$ cat config.mk
export PLATFORM = sky130hd
export DESIGN_NAME = sleep_state_led_pwm_driver
export DESIGN_NICKNAME = d
export VERILOG_FILES = /design/src/led_pwm_pkg.sv /design/src/led_pwm_divider.sv /design/src/sleep_state_led_pwm_driver.sv
export VERILOG_INCLUDE_DIRS = /design/src
export SDC_FILE = /design/constraint.sdc
export NUM_CORES = 1
export LEC_CHECK = 0
export BUFFER_PORTS_ARGS = -buffer_cell sky130_fd_sc_hd__buf_4
export CAP_MARGIN = 20
export CORE_MARGIN = 10
export CORE_UTILIZATION = 60
export DETAILED_ROUTE_END_ITERATION = 8
export PLACE_DENSITY = 0.86
export SYNTH_ARGS = -nofsm -noshare
export SYNTH_HDL_FRONTEND = slang
export SYNTH_SLANG_ARGS = --single-unit
$ cat constraint.sdc
create_clock -name CLK_I -period 3.73 [get_ports CLK_I]
set_input_delay 0.746 -clock CLK_I [delete_from_list [all_inputs] [get_ports CLK_I]]
set_output_delay 0.746 -clock CLK_I [all_outputs]
set_load 0.02 [all_outputs]
$ cat src/led_pwm_map.svh
// Constants for the sleep-state LED PWM driver: timing counts and decode codes.
// Assumes a 25 MHz system clock; included by bare name.
`ifndef LED_PWM_MAP_SVH
`define LED_PWM_MAP_SVH

// ---------------------------------------------------------------------------
// Timing
// ---------------------------------------------------------------------------
`define CLK_PERIOD_NS 40
`define PWM_FREQ_HZ 7300
`define PWM_HALF_CYCLES ((1000000000 / `CLK_PERIOD_NS) / (2 * `PWM_FREQ_HZ))
`define STARTUP_MS 7
`define STARTUP_CYCLES (`STARTUP_MS * (1000000 / `CLK_PERIOD_NS))

// ---------------------------------------------------------------------------
// Sleep input codes {suspend, soft_off, hibernate, standby}
// ---------------------------------------------------------------------------
`define CODE_AWAKE 4'hF
`define CODE_STANDBY 4'hE
`define CODE_HIBERNATE 4'hC
`define CODE_SOFT_OFF 4'h8
`define CODE_DSW_A 4'h0
`define CODE_DSW_B 4'h2

`endif

$ cat src/led_pwm_pkg.sv
// Types shared by the sleep-state LED PWM driver.
// Assumes nothing beyond a SystemVerilog compiler.
`default_nettype none
package led_pwm_pkg;
   typedef enum logic [2:0] {SEL_NONE, SEL_STANDBY, SEL_HIBERNATE, SEL_SOFT_OFF, SEL_DSW} led_sel_e;
endpackage
`default_nettype wire

$ cat src/led_pwm_divider.sv
// Free-running divider producing one 50% duty square wave.
// Assumes a synchronous active-high reset.
`timescale 1ns/1ns
`default_nettype none
module led_pwm_divider #(
   parameter int HALF_CYCLES = 1712
) (
   // Clock and reset.
   input wire logic clk_i,
   input wire logic rst_i,
   // Square wave, high during the sink phase.
   output logic wave_o
);
   logic [15:0] count_q;

   // Toggle the wave each half period so high and low times match.
   always_ff @(posedge clk_i) begin
      if (rst_i) begin
         count_q <= 16'h0000;
         wave_o <= 1'b0;
      end else if (count_q == 16'(HALF_CYCLES - 1)) begin
         count_q <= 16'h0000;
         wave_o <= ~wave_o;
      end else begin
         count_q <= count_q + 16'h0001;
      end
   end
endmodule // led_pwm_divider
`default_nettype wire

$ cat src/sleep_state_led_pwm_driver.sv
// Sleep-state LED PWM driver: decodes sleep inputs into five open-drain LED blinkers.
// Assumes inputs synchronous to CLK_I and external pull-ups on the LED pins.
// Behaviour
// - All four sleep inputs high floats the four sleep LEDs.
// - Only standby low blinks the standby LED alone.
// - Standby and hibernate low blinks the hibernate LED alone.
// - Standby, hibernate, soft-off low blinks the soft-off LED alone.
// - All four low blinks the deep-sleep-well LED alone.
// - All low except hibernate also blinks the deep-sleep-well LED.
// - Management LED blinks when its sleep input is high, else floats.
// - Active outputs carry a 50% square wave near 7.3 kHz.
// - All outputs float until power-up completes.
// - Decoding begins about 7 ms after reset release.
`timescale 1ns/1ns
`default_nettype none
`include "led_pwm_map.svh"
module sleep_state_led_pwm_driver
   import led_pwm_pkg::*;
#(
   parameter int STARTUP_CYCLES = `STARTUP_CYCLES,
   parameter int HALF_CYCLES = `PWM_HALF_CYCLES
) (
   // Clock and reset.
   input wire logic CLK_I,
   input wire logic SYS_RST_I,
   // Sleep-state inputs, active low.
   input wire logic STANDBY_SLEEP_N_I,
   input wire logic HIBERNATE_SLEEP_N_I,
   input wire logic SOFT_OFF_SLEEP_N_I,
   input wire logic SUSPEND_WELL_SLEEP_N_I,
   input wire logic MGMT_ENGINE_SLEEP_N_I,
   // Open-drain LED pins: output level is always low, enable sinks the pin.
   output logic STANDBY_LED_OUT_O,
   output logic STANDBY_LED_OUT_OE_O,
   output logic HIBERNATE_LED_OUT_O,
   output logic HIBERNATE_LED_OUT_OE_O,
   output logic SOFT_OFF_LED_OUT_O,
   output logic SOFT_OFF_LED_OUT_OE_O,
   output logic DEEP_SLEEP_WELL_LED_OUT_O,
   output logic DEEP_SLEEP_WELL_LED_OUT_OE_O,
   output logic MGMT_ENGINE_LED_OUT_O,
   output logic MGMT_ENGINE_LED_OUT_OE_O
);

   // ------------------------------------------------------------------------
   // Decode function
   // ------------------------------------------------------------------------
   // Table decode of {suspend, soft-off, hibernate, standby}; anything unlisted floats.
   function automatic led_sel_e decode_sleep(input logic [3:0] code);
      led_sel_e pick;
      pick = SEL_NONE;
      if (code == `CODE_AWAKE) begin
         pick = SEL_NONE;
      end else if (code == `CODE_STANDBY) begin
         pick = SEL_STANDBY;
      end else if (code == `CODE_HIBERNATE) begin
         pick = SEL_HIBERNATE;
      end else if (code == `CODE_SOFT_OFF) begin
         pick = SEL_SOFT_OFF;
      end else if (code == `CODE_DSW_A || code == `CODE_DSW_B) begin
         pick = SEL_DSW;
      end else begin
         pick = SEL_NONE;
      end
      return pick;
   endfunction

   // ------------------------------------------------------------------------
   // Power-up hold
   // ------------------------------------------------------------------------
   logic [31:0] hold_q;
   logic ready_q;

   // Count out the start-up time; nothing drives until it expires.
   // The count stops once ready is set, so it cannot wrap in a long run.
   always_ff @(posedge CLK_I) begin
      if (SYS_RST_I) begin
         hold_q <= 32'h0000_0000;
         ready_q <= 1'b0;
      end else if (!ready_q) begin
         if (hold_q == 32'(STARTUP_CYCLES - 1)) begin
            ready_q <= 1'b1;
         end
         hold_q <= hold_q + 32'h0000_0001;
      end
   end

   // ------------------------------------------------------------------------
   // Shared PWM divider
   // ------------------------------------------------------------------------
   logic wave;

   // A single divider keeps every LED in phase and avoids per-pin drift.
   // The wave keeps running through the hold, so the first blink may start mid-phase.
   led_pwm_divider #(
      .HALF_CYCLES(HALF_CYCLES)
   ) u_div (
      .clk_i(CLK_I),
      .rst_i(SYS_RST_I),
      .wave_o(wave)
   );

   // ------------------------------------------------------------------------
   // Output enables
   // ------------------------------------------------------------------------
   led_sel_e sel;
   logic sink;
   logic [4:0] oe_q;

   // Decode the four sleep inputs; the management input bypasses the table.
   // The hold gate sits before the register, so no pin can blink early.
   assign sel = decode_sleep({SUSPEND_WELL_SLEEP_N_I, SOFT_OFF_SLEEP_N_I,
                              HIBERNATE_SLEEP_N_I, STANDBY_SLEEP_N_I});
   assign sink = wave & ready_q;

   // Registered enables so pins change glitch-free, one cycle after inputs.
   always_ff @(posedge CLK_I) begin
      if (SYS_RST_I) begin
         oe_q <= 5'h00;
      end else begin
         oe_q[0] <= sink && sel == SEL_STANDBY;
         oe_q[1] <= sink && sel == SEL_HIBERNATE;
         oe_q[2] <= sink && sel == SEL_SOFT_OFF;
         oe_q[3] <= sink && sel == SEL_DSW;
         oe_q[4] <= sink && MGMT_ENGINE_SLEEP_N_I;
      end
   end

   assign STANDBY_LED_OUT_OE_O = oe_q[0];
   assign HIBERNATE_LED_OUT_OE_O = oe_q[1];
   assign SOFT_OFF_LED_OUT_OE_O = oe_q[2];
   assign DEEP_SLEEP_WELL_LED_OUT_OE_O = oe_q[3];
   assign MGMT_ENGINE_LED_OUT_OE_O = oe_q[4];
   // Open drain only ever pulls low.
   assign STANDBY_LED_OUT_O = 1'b0;
   assign HIBERNATE_LED_OUT_O = 1'b0;
   assign SOFT_OFF_LED_OUT_O = 1'b0;
   assign DEEP_SLEEP_WELL_LED_OUT_O = 1'b0;
   assign MGMT_ENGINE_LED_OUT_O = 1'b0;

   // ------------------------------------------------------------------------
   // Assertion helpers
   // ------------------------------------------------------------------------
   logic wave_last_q;
   logic [15:0] run_q;

   // Count how long the wave has held its level, so one step checks a whole phase.
   // A repetition as long as a real half period would be impractical to check.
   always_ff @(posedge CLK_I) begin
      if (SYS_RST_I) begin
         wave_last_q <= 1'b0;
         run_q <= 16'h0000;
      end else begin
         wave_last_q <= wave;
         if (wave != wave_last_q) begin
            run_q <= 16'h0001;
         end else begin
            run_q <= run_q + 16'h0001;
         end
      end
   end

   // ------------------------------------------------------------------------
   // Assertions
   // ------------------------------------------------------------------------
   // Decode checks that expect a blink are gated by sink, because a pin only ever sinks in the low phase.
   a_hold_floats: assert property (@(posedge CLK_I) disable iff (SYS_RST_I)
      !ready_q |-> ##1 (oe_q == 5'h00))
      else $error("Output driven before start-up ended.");
   a_idle_floats: assert property (@(posedge CLK_I) disable iff (SYS_RST_I)
      ({SUSPEND_WELL_SLEEP_N_I, SOFT_OFF_SLEEP_N_I, HIBERNATE_SLEEP_N_I,
        STANDBY_SLEEP_N_I} == 4'hF) |=> (oe_q[3:0] == 4'h0))
      else $error("Sleep LED driven while awake.");
   a_standby_only: assert property (@(posedge CLK_I) disable iff (SYS_RST_I)
      (sel == SEL_STANDBY && sink) |=> (oe_q[3:0] == 4'h1))
      else $error("Standby decode wrong.");
   a_hibernate_only: assert property (@(posedge CLK_I) disable iff (SYS_RST_I)
      (sel == SEL_HIBERNATE && sink) |=> (oe_q[3:0] == 4'h2))
      else $error("Hibernate decode wrong.");
   a_soft_off_only: assert property (@(posedge CLK_I) disable iff (SYS_RST_I)
      (sel == SEL_SOFT_OFF && sink) |=> (oe_q[3:0] == 4'h4))
      else $error("Soft-off decode wrong.");
   a_dsw_all_low: assert property (@(posedge CLK_I) disable iff (SYS_RST_I)
      ({SUSPEND_WELL_SLEEP_N_I, SOFT_OFF_SLEEP_N_I, HIBERNATE_SLEEP_N_I,
        STANDBY_SLEEP_N_I} == 4'h0 && sink) |=> (oe_q[3:0] == 4'h8))
      else $error("Deep-sleep-well decode wrong.");
   a_dsw_hib_high: assert property (@(posedge CLK_I) disable iff (SYS_RST_I)
      ({SUSPEND_WELL_SLEEP_N_I, SOFT_OFF_SLEEP_N_I, HIBERNATE_SLEEP_N_I,
        STANDBY_SLEEP_N_I} == 4'h2 && sink) |=> (oe_q[3:0] == 4'h8))
      else $error("Deep-sleep-well alternate decode wrong.");
   a_mgmt_follows: assert property (@(posedge CLK_I) disable iff (SYS_RST_I)
      sink |=> (oe_q[4] == $past(MGMT_ENGINE_SLEEP_N_I)))
      else $error("Management LED does not follow its input.");
   a_unlisted_float: assert property (@(posedge CLK_I) disable iff (SYS_RST_I)
      (sel == SEL_NONE) |=> (oe_q[3:0] == 4'h0))
      else $error("Sleep LED driven on unlisted code.");
   a_wave_half: assert property (@(posedge CLK_I) disable iff (SYS_RST_I)
      $rose(wave) |=> wave [*3])
      else $error("PWM high phase too short.");

   // Phase and start-up checks lean on the helper counters above.
   a_wave_period: assert property (@(posedge CLK_I) disable iff (SYS_RST_I)
      (wave != wave_last_q) |-> (run_q == 16'(HALF_CYCLES)))
      else $error("PWM phase length differs from the half period.");
   a_sink_low_phase: assert property (@(posedge CLK_I) disable iff (SYS_RST_I)
      (oe_q != 5'h00) |-> $past(wave))
      else $error("Sink enabled outside the low phase.");
   a_data_low: assert property (@(posedge CLK_I) disable iff (SYS_RST_I)
      {STANDBY_LED_OUT_O, HIBERNATE_LED_OUT_O, SOFT_OFF_LED_OUT_O,
       DEEP_SLEEP_WELL_LED_OUT_O, MGMT_ENGINE_LED_OUT_O} == 5'h00)
      else $error("Open-drain data level is not low.");
   a_ready_sticky: assert property (@(posedge CLK_I) disable iff (SYS_RST_I)
      ready_q |=> ready_q)
      else $error("Start-up hold entered again without reset.");
   a_ready_time: assert property (@(posedge CLK_I) disable iff (SYS_RST_I)
      $rose(ready_q) |-> (hold_q == 32'(STARTUP_CYCLES)))
      else $error("Start-up hold ended at the wrong count.");
   a_mgmt_floats: assert property (@(posedge CLK_I) disable iff (SYS_RST_I)
      !MGMT_ENGINE_SLEEP_N_I |=> !oe_q[4])
      else $error("Management LED sinks while its input is low.");
endmodule // sleep_state_led_pwm_driver
`default_nettype wire

Word level (Yosys, flattened, before mapping)
Cells that the tools add are included.
Widths: inputs -> output; s select.

storage, ports and cells
  input bits = 7
  register bits = 55
  word-level logic and storage cells = 35
  output and inout port bits = 10

operators by class
  muxes and demuxes = 7
  bitwise gates (word level) = 2
  add/subtract/negate cells = 2
  eq/ne operators = 11
  reduce and logical (&&, ||, !) cells = 8

operator list
  operator               number
  $add 32x1->32 const B  1
  $eq 32x18->1 const B   1
  $add 16x1->16 const B  1
  $eq 16x11->1 const B   1
  $eq 4x4->1 const B     4
  $mux 3                 5
  $eq 3x2->1 const B     2
  $logic_and 1x1->1      5
  $eq 4x2->1 const B     1
  $logic_not 4->1        1
  $eq 3x1->1 const B     1
  $eq 3x3->1 const B     1
  $mux 1                 2
  $reduce_or 2->1        1
  $and 1x1->1            1
  $logic_or 1x1->1       1
  $not 1->1              1

Depth between registers and ports, before layout
Gate-level depths: netlist of run 1.

  depth after elaboration = 9
  depth in mapped cells = 7
  depth with buffers taken out = 5

Modules after synthesis
From an unflattened synthesis of run 1, not the netlist that was laid out.

second synthesis, totals
  cells, all modules = 302
  area, all modules = 2,607.5 µm²

modules (own cells, without submodules)
  module                      seq. area each (µm²)  cells each  area each (µm²)  times used
  sleep_state_led_pwm_driver  760.7                 214         1,858.0          1
  led_pwm_divider             340.3                 88          749.5            1

Worst setup path after synthesis of run 1
Ideal clock, no wire load.

  path kind = register to register
  start point = reg ready_q
  end point = reg hold_q[29]
  stages on the path, launching flop included = 8
  library setup time = 0.121 ns
  slack = 1.733 ns
  required time = 3.609 ns
  clock period less this slack = 1.997 ns
  data arrival time = 1.876 ns
  cell sequence = dfxtp_1 -> clkbuf_1 -> nand4b_1 -> or2_2 -> clkbuf_1 -> buf_2 -> nor4_1 -> mux2_2

RTL lines
  item                      line                              text
  start: declaration        sleep_state_led_pwm_driver.sv:72  logic ready_q;
  start signal: assignment  sleep_state_led_pwm_driver.sv:79  ready_q <= 1'b0;
  start signal: assignment  sleep_state_led_pwm_driver.sv:82  ready_q <= 1'b1;
  end signal: assignment    sleep_state_led_pwm_driver.sv:84  hold_q <= hold_q + 32'h0000_0001;
  end: declaration          sleep_state_led_pwm_driver.sv:71  logic [31:0] hold_q;

Worst setup path after layout of run 1
  start point = reg hold_q[7]
  end point = reg hold_q[29]

on the way
  longest elaborated chain between the ends = 1

ends and longest elaborated chain
  item           line
  $add 32x1->32  sleep_state_led_pwm_driver.sv:84

No other way between the ends.
A chain may end at the register's enable or synchronous reset.

==> impl_metrics.tcl, run 1 <==
set metrics [dict create \
    dieArea_um2 7260 \
    vias 2084 \
    antenna_found_initial 0 \
    leakage_nw 0.914 \
    clockBufferDepth 2 \
    yosys_most_used_dff "dfxtp_1" \
    htree_levels 2 \
    syn_to_final_growth_pct 6.97 \
    synth_warnings 0 \
    post_cts_buffers 0 \
    start_kind "flop" \
    cts.reportedPaths.clkPinSlew_ps 90 \
    finalHoldViolations 0 \
    setup_slack_ps 1490 \
    totalWireLength_mm 4.86 \
    worstSetupEndpointType "flop" \
    final_nets 307 \
    yosysMostFrequentCell "dfxtp_1" \
    ant_nets 0 \
    hold_path_depth 1 \
    multiInputGateArea_um2 1340 \
    cap_violations 0 \
    yosys.area.top_type_share_pct 43.2 \
    grt_usage_pct 14.0 \
    fmax_ghz 0.447 \
    final_core_util_pct 67.2 \
    synthTopCellsByCount "dfxtp_1, nor2_1, a21oi_1" \
    dp.final_hpwl_mm 3.40 \
    grt_pass1_wl_mm 8.78 \
    critPathKind "flop to flop" \
    tritoncts "done" \
    slew_viol_final 0 \
    final.min_clock_period_ps 2240 \
    avgSynthCellArea_um2 8.64 \
    ys_seq_area_share_pct 43.2 \
    ys_seq_elements 55 \
    start_util_pct 62.8 \
    status "completed" \
    fin_tns_setup_ps 0 \
    diodes 0 \
    max-slew-margin-rel_pct 64.3 \
    synth_area_leaders "dfxtp_1, nor2_1, xor2_1" \
    ys_async_sr_fraction_pct 0 \
    cp_max_fo 17 \
    r2r-start "hold_q[7]" \
    drtIter0Drc 170 \
    rsz0062_at_grt "false" \
    grt_overflow_total 0 \
    first_global_vias 2028 \
    portBuffers 11 \
    wl_per_cell_um 13.9 \
    total_power_mw 1.03 \
    design.core.area_um2 4060 \
    crit_required_ps 3930 \
    synthDistinctLibCells 38 \
    synth_area_um2 2550 \
    drc 0 \
    min_path_type "flop to flop" \
    numCtsBuffers 5 \
    rows 23 \
    setup_viol 0 \
    powerDensity_nw_per_um2 378 \
    cp-startpoint "hold_q[7]" \
    cts-resized-gates 0 \
    fin_skew_ps 8.55 \
    ioPinCount 17 \
    rr_worst_depth 4 \
    hp-start "u_div.count_q[0]" \
    yosys.area.top_type "dfxtp_1" \
    dp_slack_ps 1500 \
    final.fill_count 311 \
    fp.dieW_um 85.2 \
    ir_drop_uv 198 \
    clk_latency_ps 310 \
    via_per_inst 5.97 \
    cts_sinks 55 \
    hold_buffers 0 \
    grt_max_degree 43 \
    gp_congestion 0.830 \
    synthCells 295 \
    synth-edff-count 0 \
    ff_latch_area_um2 1100 \
    drive_gt1_share_pct 8.70 \
    post-route-period-util_pct 60.0 \
    dr.pass1.iters 4 \
    die_h_um 85.2 \
    tightest_slew_ps 536 \
    crit_arrival_ps 2440 \
    cts-root-buf "clkbuf_8" \
]
-- worst max-delay path: stages, from the launching register on --
cell and delay, ps:
dfxtp_1 430, nand4_2 140, or4_1 800, nor4_1 390, mux2_2 370
-- layout make-up --
class | instances | share of cell area (%)
Multi-Input combinational cell | 219 | 49.2
Sequential cell | 55 | 40.4
Clock buffer | 6 | 3.03
Timing Repair Buffer | 11 | 3.03
Tap cell | 50 | 2.29
Clock inverter | 2 | 1.28
Inverter | 6 | 0.826
-- cell families after synthesis --
kind of cell             after synthesis  share of synthesized area, %
other                                  1                         0.147
AO/OA/AOI/OAI                         39                          8.98
AND/OR/NAND/NOR                      145                          31.8
flip-flops                            55                          43.2
buffers and inverters                 25                          4.81
XOR/XNOR                              23                          7.90
adder cells (fa/ha/maj)                2                         0.981
multiplexers                           5                          2.16
-- sequential cells by signal, indices dropped and copies added, names as in the netlist --
name	flops
u_div.count_q	16
hold_q	32
u_div.wave_o	1
oe_q	5
ready_q	1
-- metrics by stage --
step / cells / hold WS [ps] / instance area, um2
final: 349 / 471 / 2730
after global placement: 341 / 438 / 2610
after CTS: 349 / 470 / 2730
after floorplan: 299 / 426 / 2560
after detailed placement: 341 / 448 / 2610
after global routing: 349 / 495 / 2730
-- power breakdown --
part           total [mW]  internal (mW)  switching (mW)  leakage [nW]
logic              0.0333         0.0118          0.0215         0.409
registers           0.598          0.592         0.00544         0.444
clock network       0.400          0.217           0.183        0.0612
-- routing by layer --
layer / track usage [%] / vias to the layer above / routed length (um)
li1: - / 1064 / -
met1: 16.2 / 984 / 2220
met2: 24.0 / 28 / 2430
met3: 3.35 / 8 / 141
met4: 5.69 / 0 / 69
met5: 0 / - / 0
-- layout by cell type, fill, tap and decap left out, drive strengths merged, types with 6 or more instances in the layout --
cell    netlist  final
buf           9     11
nor2         36     36
inv           6      6
o31ai        12     12
dfxtp        55     55
nand3        17     17
xor2         15     15
and3          6      6
clkbuf       10      6
or3           7      7
nand2        16     16
or4          13     13
o21ai         7      7
xnor2         8      8
nor4          8      8
a21oi        19     19
nand4        14     14
-- path summary, 6_finish.rpt --
kind	to	slack (ps)
worst min-delay path	u_div.count_q[0]	470
worst max-delay path	hold_q[29]	1490
worst max register to register	hold_q[29]	1490
worst min register to register	u_div.count_q[0]	470
Power figures use the tool's default switching activity.
==> run 2: changes to the inputs <==
--- a/config.mk
+++ b/config.mk
@@ -6,6 +6,7 @@
 export SDC_FILE = /design/constraint.sdc
 export NUM_CORES = 1
 export LEC_CHECK = 0
+export ABC_AREA = 1
 export BUFFER_PORTS_ARGS = -buffer_cell sky130_fd_sc_hd__buf_4
 export CAP_MARGIN = 20
 export CORE_MARGIN = 10
==> constraint.sdc (replaced) <==
create_clock -name CLK_I -period 2.3 [get_ports CLK_I]
set_input_delay 0.46 -clock CLK_I [delete_from_list [all_inputs] [get_ports CLK_I]]
set_output_delay 0.46 -clock CLK_I [all_outputs]
set_load 0.02 [all_outputs]
==> run 2 against run 1 <==
  * Core utilization fell by 1.8 points
  * Design area rose by 12%
  * Register-to-register slack lost 840 ps
  * Final cell count grew 41%
  * Clock power rose by 32%
  * Worst setup slack lost 840 ps
  * Synthesized cell count increased by 44%
  * Via count grew 31%
  * Largest power group unchanged
  * Power up 51%
  * Clock-buffer cell count shrank 1
==> impl_metrics.tcl, run 2 <==
set metrics [dict create \
    cts.reportedPaths.clkPinSlew_ps 100 \
    start_kind "flop" \
    vias 2729 \
    leakage_nw 1.08 \
    ys_async_sr_fraction_pct 0 \
    drive_gt1_share_pct 10.9 \
    first_global_vias 2473 \
    switching_share_pct 23.2 \
    grt_usage_pct 16.6 \
    fp.dieW_um 88.9 \
    cts-root-buf "clkbuf_8" \
    diodes 0 \
    antenna_found_initial 0 \
    min_path_type "primary input to flop" \
    final.min_clock_period_ps 1650 \
    ys_seq_area_share_pct 38.6 \
    synthCells 425 \
    synth_warnings 0 \
    final.fill_count 428 \
    layout_common_cells "nand2_1, nor2_1, dfxtp_1, inv_1, nand3_1" \
    largest_reg_flops 32 \
    drc 0 \
    ff_latch_area_um2 1100 \
    rsz0062_at_grt "false" \
    dr.pass1.iters 5 \
    cpPeakStageDelay_ps 390 \
    crit_end "hold_q[22]" \
    post_cts_buffers 0 \
    crit_arrival_ps 1870 \
    final_common_cell "nand2_1" \
    yosysMostFrequentCell "nand2_1" \
    cp-startpoint "hold_q[0]" \
    hp-start "HIBERNATE_SLEEP_N_I" \
    powerDensity_nw_per_um2 510 \
    ant_nets 0 \
    synthDistinctLibCells 28 \
    multiInputGateArea_um2 1540 \
    die_h_um 88.9 \
    seqPwrFrac_pct 62.2 \
    grt_max_degree 18 \
    portBuffers 11 \
    finalInstanceArea_um2 3050 \
    worstSetupEndpointType "flop" \
    final_nets 447 \
    cp_cell_sequence "ha_1 -> nand2_1 -> nor2_2 -> nand3_2 -> nor2_1 -> nand3_1 -> nand2_1 -> nor2_1" \
    clk_latency_ps 310 \
    finalHoldViolations 0 \
    setup_viol 0 \
    crit_required_ps 2510 \
    p_int_mw 1.19 \
    rr_worst_depth 8 \
    grt_pass1_wl_mm 10.7 \
    fmax_ghz 0.606 \
    ioPinCount 17 \
    synth_area_leaders "dfxtp_1, nand2_1, nor2_1" \
    yosys.area.top_type_share_pct 38.6 \
    cts-resized-gates 0 \
    fin_skew_ps 9.31 \
    power.share.clock_pct 33.9 \
    cp_max_fo 5 \
    yosys_most_used_dff "dfxtp_1" \
    synth-edff-count 0 \
    cts_sinks 55 \
    post-route-period-util_pct 71.8 \
    slew_viol_final 0 \
    wl_per_cell_um 12.7 \
    grt_overflow_total 0 \
    rows 25 \
    drtIter0Drc 203 \
    htree_levels 2 \
    r2r-end "hold_q[22]" \
    top_regs "hold_q: 32 flops, u_div.count_q: 16 flops, oe_q: 5 flops" \
    numCtsBuffers 5 \
    r2r-start "hold_q[0]" \
    via_per_inst 5.54 \
    design.core.area_um2 4660 \
    start_util_pct 61.2 \
    critPathKind "flop to flop" \
    synth_area_um2 2850 \
    placed_cell_area_um2 2960 \
    avgSynthCellArea_um2 6.71 \
    total_power_mw 1.55 \
    hold_buffers 0 \
    dp.final_hpwl_mm 4.77 \
    regMostFlops "hold_q" \
    fin_tns_setup_ps 0 \
    cap_violations 0 \
    slowest_stage "dfxtp_1" \
    p_comb_share_pct 3.8 \
    ir_drop_uv 399 \
    synthTopCellsByCount "nand2_1, nor2_1, dfxtp_1" \
    gp_congestion 0.936 \
    rrSetupSlack_ps 650 \
    dieArea_um2 7910 \
    clockBufferDepth 2 \
    tritoncts "done" \
    p_sw_uw 361 \
    yosys.area.top_type "dfxtp_1" \
    ys_seq_elements 55 \
    syn_to_final_growth_pct 6.89 \
    status "completed" \
    totalWireLength_mm 6.25 \
]
## run 2: cell types whose count changed after synthesis, moves of 11 or more
cell / change
nand2_1: +78
xor2_1: -11
nor2_1: +47
nand3_1: +12
o31ai_1: -12
inv_1: +36
or4_1: -13
## run 2: area by class of cell
| type | instances | area share (%) |
|---|---|---|
| Multi-Input combinational cell | 320 | 50.4 |
| Sequential cell | 55 | 36.1 |
| Clock buffer | 5 | 2.26 |
| Timing Repair Buffer | 12 | 2.96 |
| Clock inverter | 3 | 0.657 |
| Inverter | 44 | 5.42 |
| Tap cell | 54 | 2.22 |
## run 2: cells by family (layout without fill, tap and decap cells)
logic type | after synthesis | after routing | share of synthesized area [%]
adder cells (fa/ha/maj) | 2 | 2 | 0.877
XOR/XNOR | 8 | 8 | 2.46
buffers and inverters | 54 | 64 | 8.07
other | 1 | 5 | 0.132
flip-flops | 55 | 55 | 38.6
AND/OR/NAND/NOR | 263 | 263 | 42.3
AO/OA/AOI/OAI | 42 | 42 | 7.55
## run 2: how the worst min path moves through the flow
stage	depth (start not counted)	slack (ps)	end
after floorplan	1	420	u_div.count_q[0]
after global placement	1	430	u_div.count_q[0]
after detailed placement	1	440	u_div.count_q[0]
after CTS	2	310	oe_q[2]
after global routing	2	320	oe_q[1]
final	2	320	oe_q[2]
## run 2: metal layers
layer / vias up / share of wire [%] / global-route usage, %
li1: 1380 / - / -
met1: 1247 / 43 / 19.2
met2: 89 / 49 / 29.3
met3: 13 / 5.4 / 3.56
met4: 0 / 2.1 / 6.36
met5: - / 0 / 0
## run 2: power groups by stage
stage	combinational, mW	clock, mW	sequential [mW]
floorplan	0.0507	0	0.988
global placement	0.0569	0	0.989
detailed placement	0.0592	0	0.990
CTS	0.0595	0.538	0.967
finish	0.0595	0.528	0.967
global route	0.0694	0.576	0.969
## run 2: stage by stage
| step | worst slack (ps) | utilization [%] | hold slack (ps) | instances |
|---|---|---|---|---|
| 5_1_grt | 491 | 65.4 | 316 | 493 |
| 2_1_floorplan | 944 | - | 418 | 429 |
| 3_3_place_gp | 747 | 63.5 | 428 | 485 |
| 6_report | 649 | 65.4 | 318 | 493 |
| 3_5_place_dp | 667 | 63.5 | 437 | 485 |
| 4_1_cts | 678 | 65.4 | 313 | 493 |
## run 2: critical path, delay by kind of cell, from the launching register on
family | cells | cell delay [ps]
flops | 1 | 390
simple gates | 7 | 950
fa+ha+maj | 1 | 210
